==> config.mk <==
export PLATFORM = sky130hd
export DESIGN_NAME = tscr_ctrl
export DESIGN_NICKNAME = d
export VERILOG_FILES = /design/src/hw/tscr_pkg.sv /design/src/hw/tscr_edge.sv /design/src/hw/tscr_ctrl.sv
export SDC_FILE = /design/constraint.sdc
export NUM_CORES = 1
export LEC_CHECK = 0
export ABC_AREA = 1
export BUFFER_PORTS_ARGS = -buffer_cell sky130_fd_sc_hd__buf_2
export CORE_ASPECT_RATIO = 1.25
export CORE_MARGIN = 10
export CORE_UTILIZATION = 25
export DETAILED_ROUTE_END_ITERATION = 16
export HOLD_SLACK_MARGIN = 0.1
export SLEW_MARGIN = 20
export SYNTH_ARGS = -nofsm -noshare
export SYNTH_HDL_FRONTEND = slang
export SYNTH_SLANG_ARGS = --single-unit
==> constraint.sdc <==
create_clock -name clk_i -period 2.18 [get_ports clk_i]
set_input_delay 0.109 -clock clk_i [delete_from_list [all_inputs] [get_ports clk_i]]
set_output_delay 0.109 -clock clk_i [all_outputs]
set_load 0.005 [all_outputs]
==> src/hw/tscr_pkg.sv <==
// Constants for the switch control register block
package tscr_pkg;
    // Register width and reset value
    localparam int          REG_W         = 16;
    localparam logic [15:0] CTRL_RESET    = 16'h0000;
    // Field positions
    localparam int          BIT_MODE      = 9;
    localparam int          FILL_HI       = 8;
    localparam int          FILL_LO       = 5;
    localparam int          BIT_GO        = 4;
    localparam int          BIT_STANDBY   = 3;
    localparam int          BIT_EVAL      = 2;
    // Bits that store a value; all others read as zero
    localparam logic [15:0] CTRL_WMASK    = 16'h03FC;
    // Connection memory geometry
    localparam int          CM_AW         = 10;
    localparam int          CM_W          = 16;
    localparam logic [9:0]  CM_LAST       = 10'h3FF;
    // Block programming ends on the next frame pulse after this many are counted
    localparam logic [1:0]  PROG_FRAMES   = 2'h2;
    // Evaluation start idle-low frame count; no logic reads this constant
    localparam logic [1:0]  EVAL_REARM    = 2'h1;
    // Sequencer states
    typedef enum logic [2:0] {
        ST_IDLE = 3'b001,
        ST_FILL = 3'b010,
        ST_WAIT = 3'b100
    } tscr_state_t;
endpackage

==> src/hw/tscr_edge.sv <==
// Rising change detector comparing a new bit against its stored value
`timescale 1ns/1ps
module tscr_edge (
    input  wire logic clk_i,
    input  wire logic resetn_i,
    input  wire logic ce_i,
    input  wire logic wr_i,
    input  wire logic new_i,
    input  wire logic old_i,
    output logic      rise_o
);
    // One-cycle pulse when a write turns a stored zero into a one
    always_ff @(posedge clk_i) begin
        if (!resetn_i) begin
            rise_o <= 1'b0;
        end else if (ce_i) begin
            rise_o <= wr_i & new_i & ~old_i;
        end
    end
endmodule

==> src/hw/tscr_ctrl.sv <==
// Switch control register with block programming and evaluation start
// Overview of operation
// - A zero-to-one write of the go bit starts block programming.
// - Fill value is copied into connection memory bits 15 to 12.
// - Connection memory bits 11 to 0 are cleared during programming.
// - Block programming of the whole memory ends on the third frame pulse.
// - Device clears the go bit itself when programming finishes.
// - Writing zero to go or mode bit aborts programming.
// - A zero-to-one write of the evaluation start bit starts evaluation.
// - Evaluation stops when the completion flag rises.
// - Programming starts only when the mode bit is also set.
// - Pin low: standby bit gates drivers; pin high: drivers enabled.
`timescale 1ns/1ps
module tscr_ctrl (
    input  wire logic        clk_i,
    input  wire logic        resetn_i,
    input  wire logic        ce_i,
    input  wire logic        reg_sel_i,
    input  wire logic        reg_wr_i,
    input  wire logic [15:0] reg_wdata_i,
    output logic      [15:0] reg_rdata_o,
    input  wire logic        frame_i,
    input  wire logic        output_drive_enable_pin_i,
    input  wire logic        frame_eval_complete_i,
    output logic             cm_we_o,
    output logic      [9:0]  cm_addr_o,
    output logic      [15:0] cm_wdata_o,
    output logic             drivers_en_o,
    output logic             eval_run_o,
    output logic             prog_busy_o
);
    logic [15:0]          switch_control_reg;
    tscr_pkg::tscr_state_t state;
    logic                 wr;
    logic                 go_rise;
    logic                 eval_rise;
    logic [1:0]           frame_cnt;
    logic                 ode_s1;
    logic                 ode_s2;
    logic                 fr_s1;
    logic                 fr_s2;
    logic                 fr_d;
    logic                 cfe_s1;
    logic                 cfe_s2;
    logic                 cfe_d;
    logic                 frame_p;
    logic                 cfe_rise;
    logic                 prog_done;
    logic                 block_program_mode;
    logic                 block_program_go;
    logic                 output_standby;
    logic                 frame_eval_start;
    logic [3:0]           block_fill_value;

    assign wr                 = reg_sel_i & reg_wr_i;
    assign block_program_mode = switch_control_reg[tscr_pkg::BIT_MODE];
    assign block_program_go   = switch_control_reg[tscr_pkg::BIT_GO];
    assign output_standby     = switch_control_reg[tscr_pkg::BIT_STANDBY];
    assign frame_eval_start   = switch_control_reg[tscr_pkg::BIT_EVAL];
    assign block_fill_value   =
        switch_control_reg[tscr_pkg::FILL_HI:tscr_pkg::FILL_LO];
    assign frame_p            = fr_s2 & ~fr_d;
    assign cfe_rise           = cfe_s2 & ~cfe_d;
    assign prog_done = (state == tscr_pkg::ST_WAIT) &&
                       frame_p && (frame_cnt == tscr_pkg::PROG_FRAMES);

    // Two-stage synchronisers for pin and flag inputs
    always_ff @(posedge clk_i) begin
        if (!resetn_i) begin
            ode_s1 <= 1'b0;
            ode_s2 <= 1'b0;
            fr_s1  <= 1'b0;
            fr_s2  <= 1'b0;
            fr_d   <= 1'b0;
            cfe_s1 <= 1'b0;
            cfe_s2 <= 1'b0;
            cfe_d  <= 1'b0;
        end else if (ce_i) begin
            ode_s1 <= output_drive_enable_pin_i;
            ode_s2 <= ode_s1;
            fr_s1  <= frame_i;
            fr_s2  <= fr_s1;
            fr_d   <= fr_s2;
            cfe_s1 <= frame_eval_complete_i;
            cfe_s2 <= cfe_s1;
            cfe_d  <= cfe_s2;
        end
    end

    // Edge detectors for go and evaluation start writes
    tscr_edge u_go_edge (
        .clk_i    (clk_i),
        .resetn_i (resetn_i),
        .ce_i     (ce_i),
        .wr_i     (wr & reg_wdata_i[tscr_pkg::BIT_MODE]),
        .new_i    (reg_wdata_i[tscr_pkg::BIT_GO]),
        .old_i    (block_program_go),
        .rise_o   (go_rise)
    );
    tscr_edge u_eval_edge (
        .clk_i    (clk_i),
        .resetn_i (resetn_i),
        .ce_i     (ce_i),
        .wr_i     (wr),
        .new_i    (reg_wdata_i[tscr_pkg::BIT_EVAL]),
        .old_i    (frame_eval_start),
        .rise_o   (eval_rise)
    );

    // Control register store; hardware clear of go on completion
    always_ff @(posedge clk_i) begin
        if (!resetn_i) begin
            switch_control_reg <= tscr_pkg::CTRL_RESET;
        end else if (ce_i) begin
            if (wr) begin
                switch_control_reg <= reg_wdata_i & tscr_pkg::CTRL_WMASK;
            end else if (prog_done) begin
                switch_control_reg[tscr_pkg::BIT_GO] <= 1'b0;
            end
        end
    end

    // Block programming sequencer
    always_ff @(posedge clk_i) begin
        if (!resetn_i) begin
            state     <= tscr_pkg::ST_IDLE;
            frame_cnt <= 2'h0;
            cm_addr_o <= 10'h000;
            cm_we_o   <= 1'b0;
        end else if (ce_i) begin
            cm_we_o <= 1'b0;
            if (state != tscr_pkg::ST_IDLE &&
                (!block_program_go || !block_program_mode)) begin
                state <= tscr_pkg::ST_IDLE;
            end else begin
                case (state)
                    tscr_pkg::ST_IDLE: begin
                        if (go_rise) begin
                            state     <= tscr_pkg::ST_FILL;
                            cm_addr_o <= 10'h000;
                            frame_cnt <= 2'h0;
                        end
                    end
                    tscr_pkg::ST_FILL: begin
                        cm_we_o <= 1'b1;
                        if (cm_we_o) begin
                            if (cm_addr_o == tscr_pkg::CM_LAST) begin
                                state   <= tscr_pkg::ST_WAIT;
                                cm_we_o <= 1'b0;
                            end else begin
                                cm_addr_o <= cm_addr_o + 10'h001;
                            end
                        end
                        if (frame_p) begin
                            frame_cnt <= frame_cnt + 2'h1;
                        end
                    end
                    tscr_pkg::ST_WAIT: begin
                        if (frame_p) begin
                            if (frame_cnt == tscr_pkg::PROG_FRAMES) begin
                                state <= tscr_pkg::ST_IDLE;
                            end else begin
                                frame_cnt <= frame_cnt + 2'h1;
                            end
                        end
                    end
                    default: begin
                        state <= tscr_pkg::ST_IDLE;
                    end
                endcase
            end
        end
    end

    // Fill word: pattern on top, address part cleared
    always_ff @(posedge clk_i) begin
        if (!resetn_i) begin
            cm_wdata_o <= 16'h0000;
        end else if (ce_i) begin
            cm_wdata_o <= {block_fill_value, 12'h000};
        end
    end

    // Evaluation run flag: set on start edge, cleared by completion
    always_ff @(posedge clk_i) begin
        if (!resetn_i) begin
            eval_run_o <= 1'b0;
        end else if (ce_i) begin
            if (eval_rise) begin
                eval_run_o <= 1'b1;
            end else if (cfe_rise) begin
                eval_run_o <= 1'b0;
            end
        end
    end

    // Driver enable, read data and busy flag
    always_ff @(posedge clk_i) begin
        if (!resetn_i) begin
            drivers_en_o <= 1'b0;
            reg_rdata_o  <= 16'h0000;
            prog_busy_o  <= 1'b0;
        end else if (ce_i) begin
            drivers_en_o <= ode_s2 | output_standby;
            reg_rdata_o  <= switch_control_reg;
            prog_busy_o  <= (state != tscr_pkg::ST_IDLE);
        end
    end

    // Assertions
    a_abort_stops: assert property (@(posedge clk_i) disable iff (!resetn_i)
        ce_i && state != tscr_pkg::ST_IDLE && !block_program_go
        |=> state == tscr_pkg::ST_IDLE)
        else $error("programming not aborted");
    a_done_clears_go: assert property (@(posedge clk_i)
        disable iff (!resetn_i)
        ce_i && prog_done && !wr |=> !block_program_go)
        else $error("go bit not cleared");
    a_fill_word: assert property (@(posedge clk_i) disable iff (!resetn_i)
        cm_we_o |-> cm_wdata_o[11:0] == 12'h000)
        else $error("low bits not cleared");
    a_fill_pattern: assert property (@(posedge clk_i)
        disable iff (!resetn_i)
        cm_we_o && $stable(block_fill_value)
        |-> cm_wdata_o[15:12] == block_fill_value)
        else $error("pattern mismatch");
    a_start_needs_mode: assert property (@(posedge clk_i)
        disable iff (!resetn_i)
        ce_i && state == tscr_pkg::ST_IDLE && !go_rise
        |=> state == tscr_pkg::ST_IDLE)
        else $error("started without request");
    a_eval_start: assert property (@(posedge clk_i) disable iff (!resetn_i)
        ce_i && eval_rise |=> eval_run_o)
        else $error("evaluation not started");
    a_eval_stop: assert property (@(posedge clk_i) disable iff (!resetn_i)
        ce_i && cfe_rise && !eval_rise |=> !eval_run_o)
        else $error("evaluation not stopped");
    a_drv_pin_high: assert property (@(posedge clk_i)
        disable iff (!resetn_i)
        ce_i && ode_s2 |=> drivers_en_o)
        else $error("drivers off with pin high");
    a_reset_zero: assert property (@(posedge clk_i)
        !resetn_i |=> switch_control_reg == 16'h0000)
        else $error("reset value wrong");
    c_prog_done: cover property (@(posedge clk_i) prog_done);
    c_abort: cover property (@(posedge clk_i)
        state == tscr_pkg::ST_FILL && !block_program_go);
    c_eval: cover property (@(posedge clk_i) eval_run_o && cfe_rise);
endmodule

# After elaboration in Yosys (flattened, before gate mapping)
# Cells that the tools add are included.
totals:
  wordCells: 94
  input_bits: 24
  output_inout_bits: 46
  register_bits: 49
classes:
  reduce_logical: 16
  muxes: 24
  bitwise: 14
  n_eq_ne: 17
  add_sub_neg: 2
ops:
  columns: ["cell", "n"]
  rows:
  - ["2-to-1 mux 10 bit", 3]
  - ["case mux 10 bit (2 select lines)", 1]
  - ["2-to-1 mux 3 bit", 6]
  - ["AND reduction 6 bit", 2]
  - ["adder 10 x 1 -> 10 bit, second input constant", 1]
  - ["equality test 10 bit, second input constant", 1]
  - ["!= test 2 bit, second input constant", 5]
  - ["case mux 3 bit (3 select lines)", 1]
  - ["bitwise AND 1 bit", 8]
  - ["2-to-1 mux 1 bit", 8]
  - ["2-to-1 mux 2 bit", 4]
  - ["AND reduction 7 bit", 1]
  - ["!= test 3 x 1 -> 1 bit, second input constant", 2]
  - ["!= test 3 x 2 -> 1 bit, second input constant", 2]
  - ["!= test 3 bit, second input constant", 2]
  - ["case mux 2 bit (3 select lines)", 1]
  - ["AND reduction 2 bit", 3]
  - ["nonzero test 2 bit", 3]
  - ["NOT 1 bit", 5]
  - ["equality test 3 x 1 -> 1 bit, second input constant", 1]
  - ["equality test 3 x 2 -> 1 bit, second input constant", 1]
  - ["equality test 3 bit, second input constant", 1]
  - ["logical AND 1 bit", 3]
  - ["nonzero test 3 bit", 1]
  - ["other kinds (6)", 7]

# Depth between registers and ports, before layout
depth:
  depth_word: 6
  depth_mapped: 10
  mapped_depth_nobuf: 10

# By module
# Synthesis repeated with hierarchy kept, for this count alone.
hier_totals:
  cells_unflattened: 323
  hier_area_um2: 2346.0
modules_own_cells:
  columns: ["mod", "area_per_inst_um2", "cells_each", "seq_area_each_um2", "n_inst"]
  rows:
  - ["tscr_ctrl", 2268.4, 313, 860.8, 1]
  - ["tscr_edge", 38.8, 5, 20.0, 2]

# Worst setup path before layout
# OpenSTA, ideal clock, no wires.
synth_timing:
  kind: "register to register"
  from: "register cm_addr_o[0]"
  to: "register cm_addr_o[1]"
  stages_incl_launch_ff: 11
  slack_ps: 597
  setup_ps: 126
  t_required_ps: 2054
  path_buffers: 0
  synth_period_minus_slack_ps: 1583
  t_arrival_ps: 1457
  cell_sequence: "dfxtp_1 > ha_1 > nand2_2 > nor2_4 > nand3_4 > nor2_4 > inv_2 > nand2_4 > nand2_2 > nand2_1 > nor2_2"
synth_via:
  elab_chain_len: 4
  elab_cells_between_ends: 7
  cone_classes: "add/sub (1); eq/ne (2); mux (3); reduce/logical (1)"
synth_lines:
  columns: ["item", "line", "rtl"]
  rows:
  - ["from (decl)", "tscr_ctrl.sv:26", "output logic [9:0] cm_addr_o,"]
  - ["from (signal assigned)", "tscr_ctrl.sv:151", "cm_addr_o <= cm_addr_o + 10'h001;"]
  - ["adder 10 x 1 -> 10 bit", "tscr_ctrl.sv:151", null]
  - ["2-to-1 mux 10 bit", "tscr_ctrl.sv:147", "if (cm_addr_o == tscr_pkg::CM_LAST) begin"]
  - ["2-to-1 mux 10 bit", "tscr_ctrl.sv:146", "if (cm_we_o) begin"]
  - ["case mux 10 bit (2 select lines)", "tscr_ctrl.sv:136", "case (state)"]
# Parallel ways exist; a longest one is shown, timed or not. The select of a mux whose other input is x is not followed.
# A chain may end at the register's enable or synchronous reset.

# Final worst setup path
layout_timing:
  from: "register cm_addr_o[1]"
  to: "register cm_addr_o[1]"
# Same word-level chain as after synthesis.

==> results_dict.tcl <==
set metrics [dict create \
    slowest_delay_ns 0.41 \
    synth_edf_count 0 \
    ys_warn_count 0 \
    design_area_um2 2830 \
    drtAntennaViolNets 0 \
    ys_seq_elements 45 \
    die_x_um 106 \
    synth_top_area_share_pct 38.8 \
    dieArea_um2 13600 \
    stdcell_count 498 \
    p_leak_uw 0.00122 \
    grt_usage_pct 8.35 \
    grt_max_degree 26 \
    fin_crit_ns 1.69 \
    async_flop_share_pct 0 \
    finalHoldViolCount 0 \
    cts_sinks 45 \
    antenna_found_initial 0 \
    maxCapViolCount 0 \
    post-place-ws_ns 0.499 \
    largest_reg_flops 10 \
    fin_crit_sh_pct 77.5 \
    crit_chain "ha_1 -> nand2_2 -> nor2_4 -> nand3_4 -> nor2_4 -> inv_2 -> nand2_4 -> nand2_2 -> nand2_1 -> nor2_2" \
    dpl_cell_area_um2 2570 \
    grt_pass1_wl_um 9540 \
    max_clock_freq_mhz 592 \
    fin_util_pct 31.0 \
    clk_path_buf_depth 2 \
    cts_setup_buffers 0 \
    wirelength_um 5670 \
    powerDensity_nw_per_um2 732 \
    relSlewSlack_pct 38.1 \
    postSynthCellCount 328 \
    synth_area_leaders "dfxtp_1, nand2_1, buf_4" \
    rsz0062_at_grt "no" \
    synth_cell_types 29 \
    status "finished, final reports clean" \
    worst_slack_ns 0.491 \
    ios 70 \
    slew_viol_final 0 \
    fin_skew_ns 0.00461 \
    via_count 2118 \
    root_buffer "clkbuf_16" \
    cts_max_level 2 \
    crit_arrival_ns 1.84 \
    postCtsHoldBufs 9 \
    synth_top_flop_cell "dfxtp_1" \
    place.gp.congestion 0.804 \
    start_util_pct 25.5 \
    synth.avg_cell_area_um2 7.09 \
    rows 39 \
    peakVddDrop_v 0.000423 \
    drcViolationCount 0 \
    critPathSlowestCell "dfxtp_1" \
    tns_ns 0 \
    tightestPinTransition_ns 0.928 \
    critPathKind "reg -> reg" \
    numCtsBuffers 5 \
    grt.overflow.total 0 \
    endpoint_kind "flop" \
    cts_tree "done" \
    syn_to_final_growth_pct 21.7 \
    first_iter_violations 61 \
    antenna_cells 0 \
    critPathLaunchType "flop" \
    insertion_delay_ns 0.29 \
    synth_common_cells "nand2_1, dfxtp_1, nor2_1" \
    netlist_area_um2 2320 \
    firstDrtPassIters 4 \
    hold_class "in -> reg" \
    core_um2 9130 \
    fin_nets 400 \
    dp_hpwl_um 4060 \
    required_ns 2.33 \
    drive_above_1_share_pct 20.5 \
    drt-vias-per-instance 4.25 \
    critPathMaxFanout 10 \
    wire_per_inst_um 11.4 \
    placedCellCount 481 \
    yosysSeqAreaShare_pct 38.8 \
    grt_pass1_vias 2091 \
    yosysMostFrequentCell "nand2_1" \
    clk_pin_slew_worst_paths_ns 0.06 \
    cts_resized 0 \
    die_y_um 128 \
    finalSetupViolCount 0 \
    synth_top_area_cell "dfxtp_1" \
    numPortBuffers 41 \
]
[worst max-delay path, delay by kind of cell, from the launching register on]
kind,cells,cell delay (ns)
adder cells (fa/ha/maj),1,0.26
AND/OR/NAND/NOR,8,0.77
flip-flops,1,0.41
buffers and inverters,1,0.11
[area by class of cell]
class	instances	area, µm²
fillers	985	6300
repair buffers	54	325
well taps	123	154
clock inverters	3	47.5
inverters	30	113
clock buffers	5	125
multi-input cells	238	1160
flip-flops and latches	45	901
[power by group]
group | leakage [µW] | total [µW] | internal [µW] | switching [µW]
logic | 0.000766 | 287 | 106 | 181
clock network | 0.0000848 | 891 | 549 | 341
registers | 0.000367 | 893 | 865 | 28.2
total | 0.00122 | 2070 | 1520 | 550
[cell usage in the layout, fill, tap and decap left out]
| master | instances |
|---|---|
| a211oi_1 | 1 |
| a21oi_1 | 26 |
| a21oi_2 | 2 |
| a2bb2oi_1 | 1 |
| a31oi_1 | 1 |
| buf_2 | 41 |
| buf_4 | 4 |
| bufinv_16 | 1 |
| clkbuf_16 | 5 |
| conb_1 | 20 |
| dfxtp_1 | 45 |
| dlygate4sd3_1 | 9 |
| ha_1 | 2 |
| inv_1 | 27 |
| inv_2 | 3 |
| inv_6 | 2 |
| nand2_1 | 76 |
| nand2_2 | 6 |
| nand2_4 | 4 |
| nand3_1 | 22 |
| nand3_4 | 2 |
| nand3b_1 | 1 |
| nand4_1 | 4 |
| nor2_1 | 40 |
| nor2_2 | 3 |
| nor2_4 | 3 |
| nor2_8 | 1 |
| nor3b_1 | 1 |
| o2111ai_1 | 1 |
| o21ai_0 | 20 |
| xnor2_1 | 1 |
[layer usage]
layer / global-route usage (%) / vias to the layer above / wire length, µm
li1: - / 1094 / -
met1: 9.15 / 958 / 2510
met2: 14.1 / 59 / 2610
met3: 3.62 / 7 / 485
met4: 2.87 / 0 / 61
met5: 0 / - / 0
[worst paths after layout]
kind	from	endpoint	slack, ns	depth (start not counted)
worst max-delay path	cm_addr_o[1]$_SDFFE_PN0P_	cm_addr_o[1]$_SDFFE_PN0P_	0.49	10
worst min-delay path	reg_wdata_i[4]	u_go_edge.rise_o$_SDFFE_PN0P_	0.11	3
worst max register to register	cm_addr_o[1]$_SDFFE_PN0P_	cm_addr_o[1]$_SDFFE_PN0P_	0.49	10
worst min register to register	fr_d$_SDFFE_PN0P_	fr_d$_SDFFE_PN0P_	0.46	2
[through the flow]
| step | hold slack (ns) | total power [µW] |
|---|---|---|
| 6_report | 0.114 | 2070 |
| 5_1_grt | 0.124 | 2170 |
| 4_1_cts | 0.106 | 2090 |
| 3_5_place_dp | 0.344 | 1190 |
| 3_3_place_gp | 0.340 | 1180 |
| 2_1_floorplan | 0.244 | 1130 |
[cells by family (layout without fill, tap and decap cells)]
| kind of cell | after synthesis | in the layout | share of synthesized area, % |
|---|---|---|---|
| adder cells (fa/ha/maj) | 2 | 2 | 1.08 |
| AND/OR/NAND/NOR | 163 | 163 | 33.4 |
| flip-flops | 45 | 45 | 38.8 |
| AO/OA/AOI/OAI | 52 | 52 | 12.0 |
| other | 1 | 20 | 0.161 |
| buffers and inverters | 64 | 92 | 14.3 |
| XOR/XNOR | 1 | 1 | 0.377 |
No activity file was read; power rests on OpenSTA's default activity.
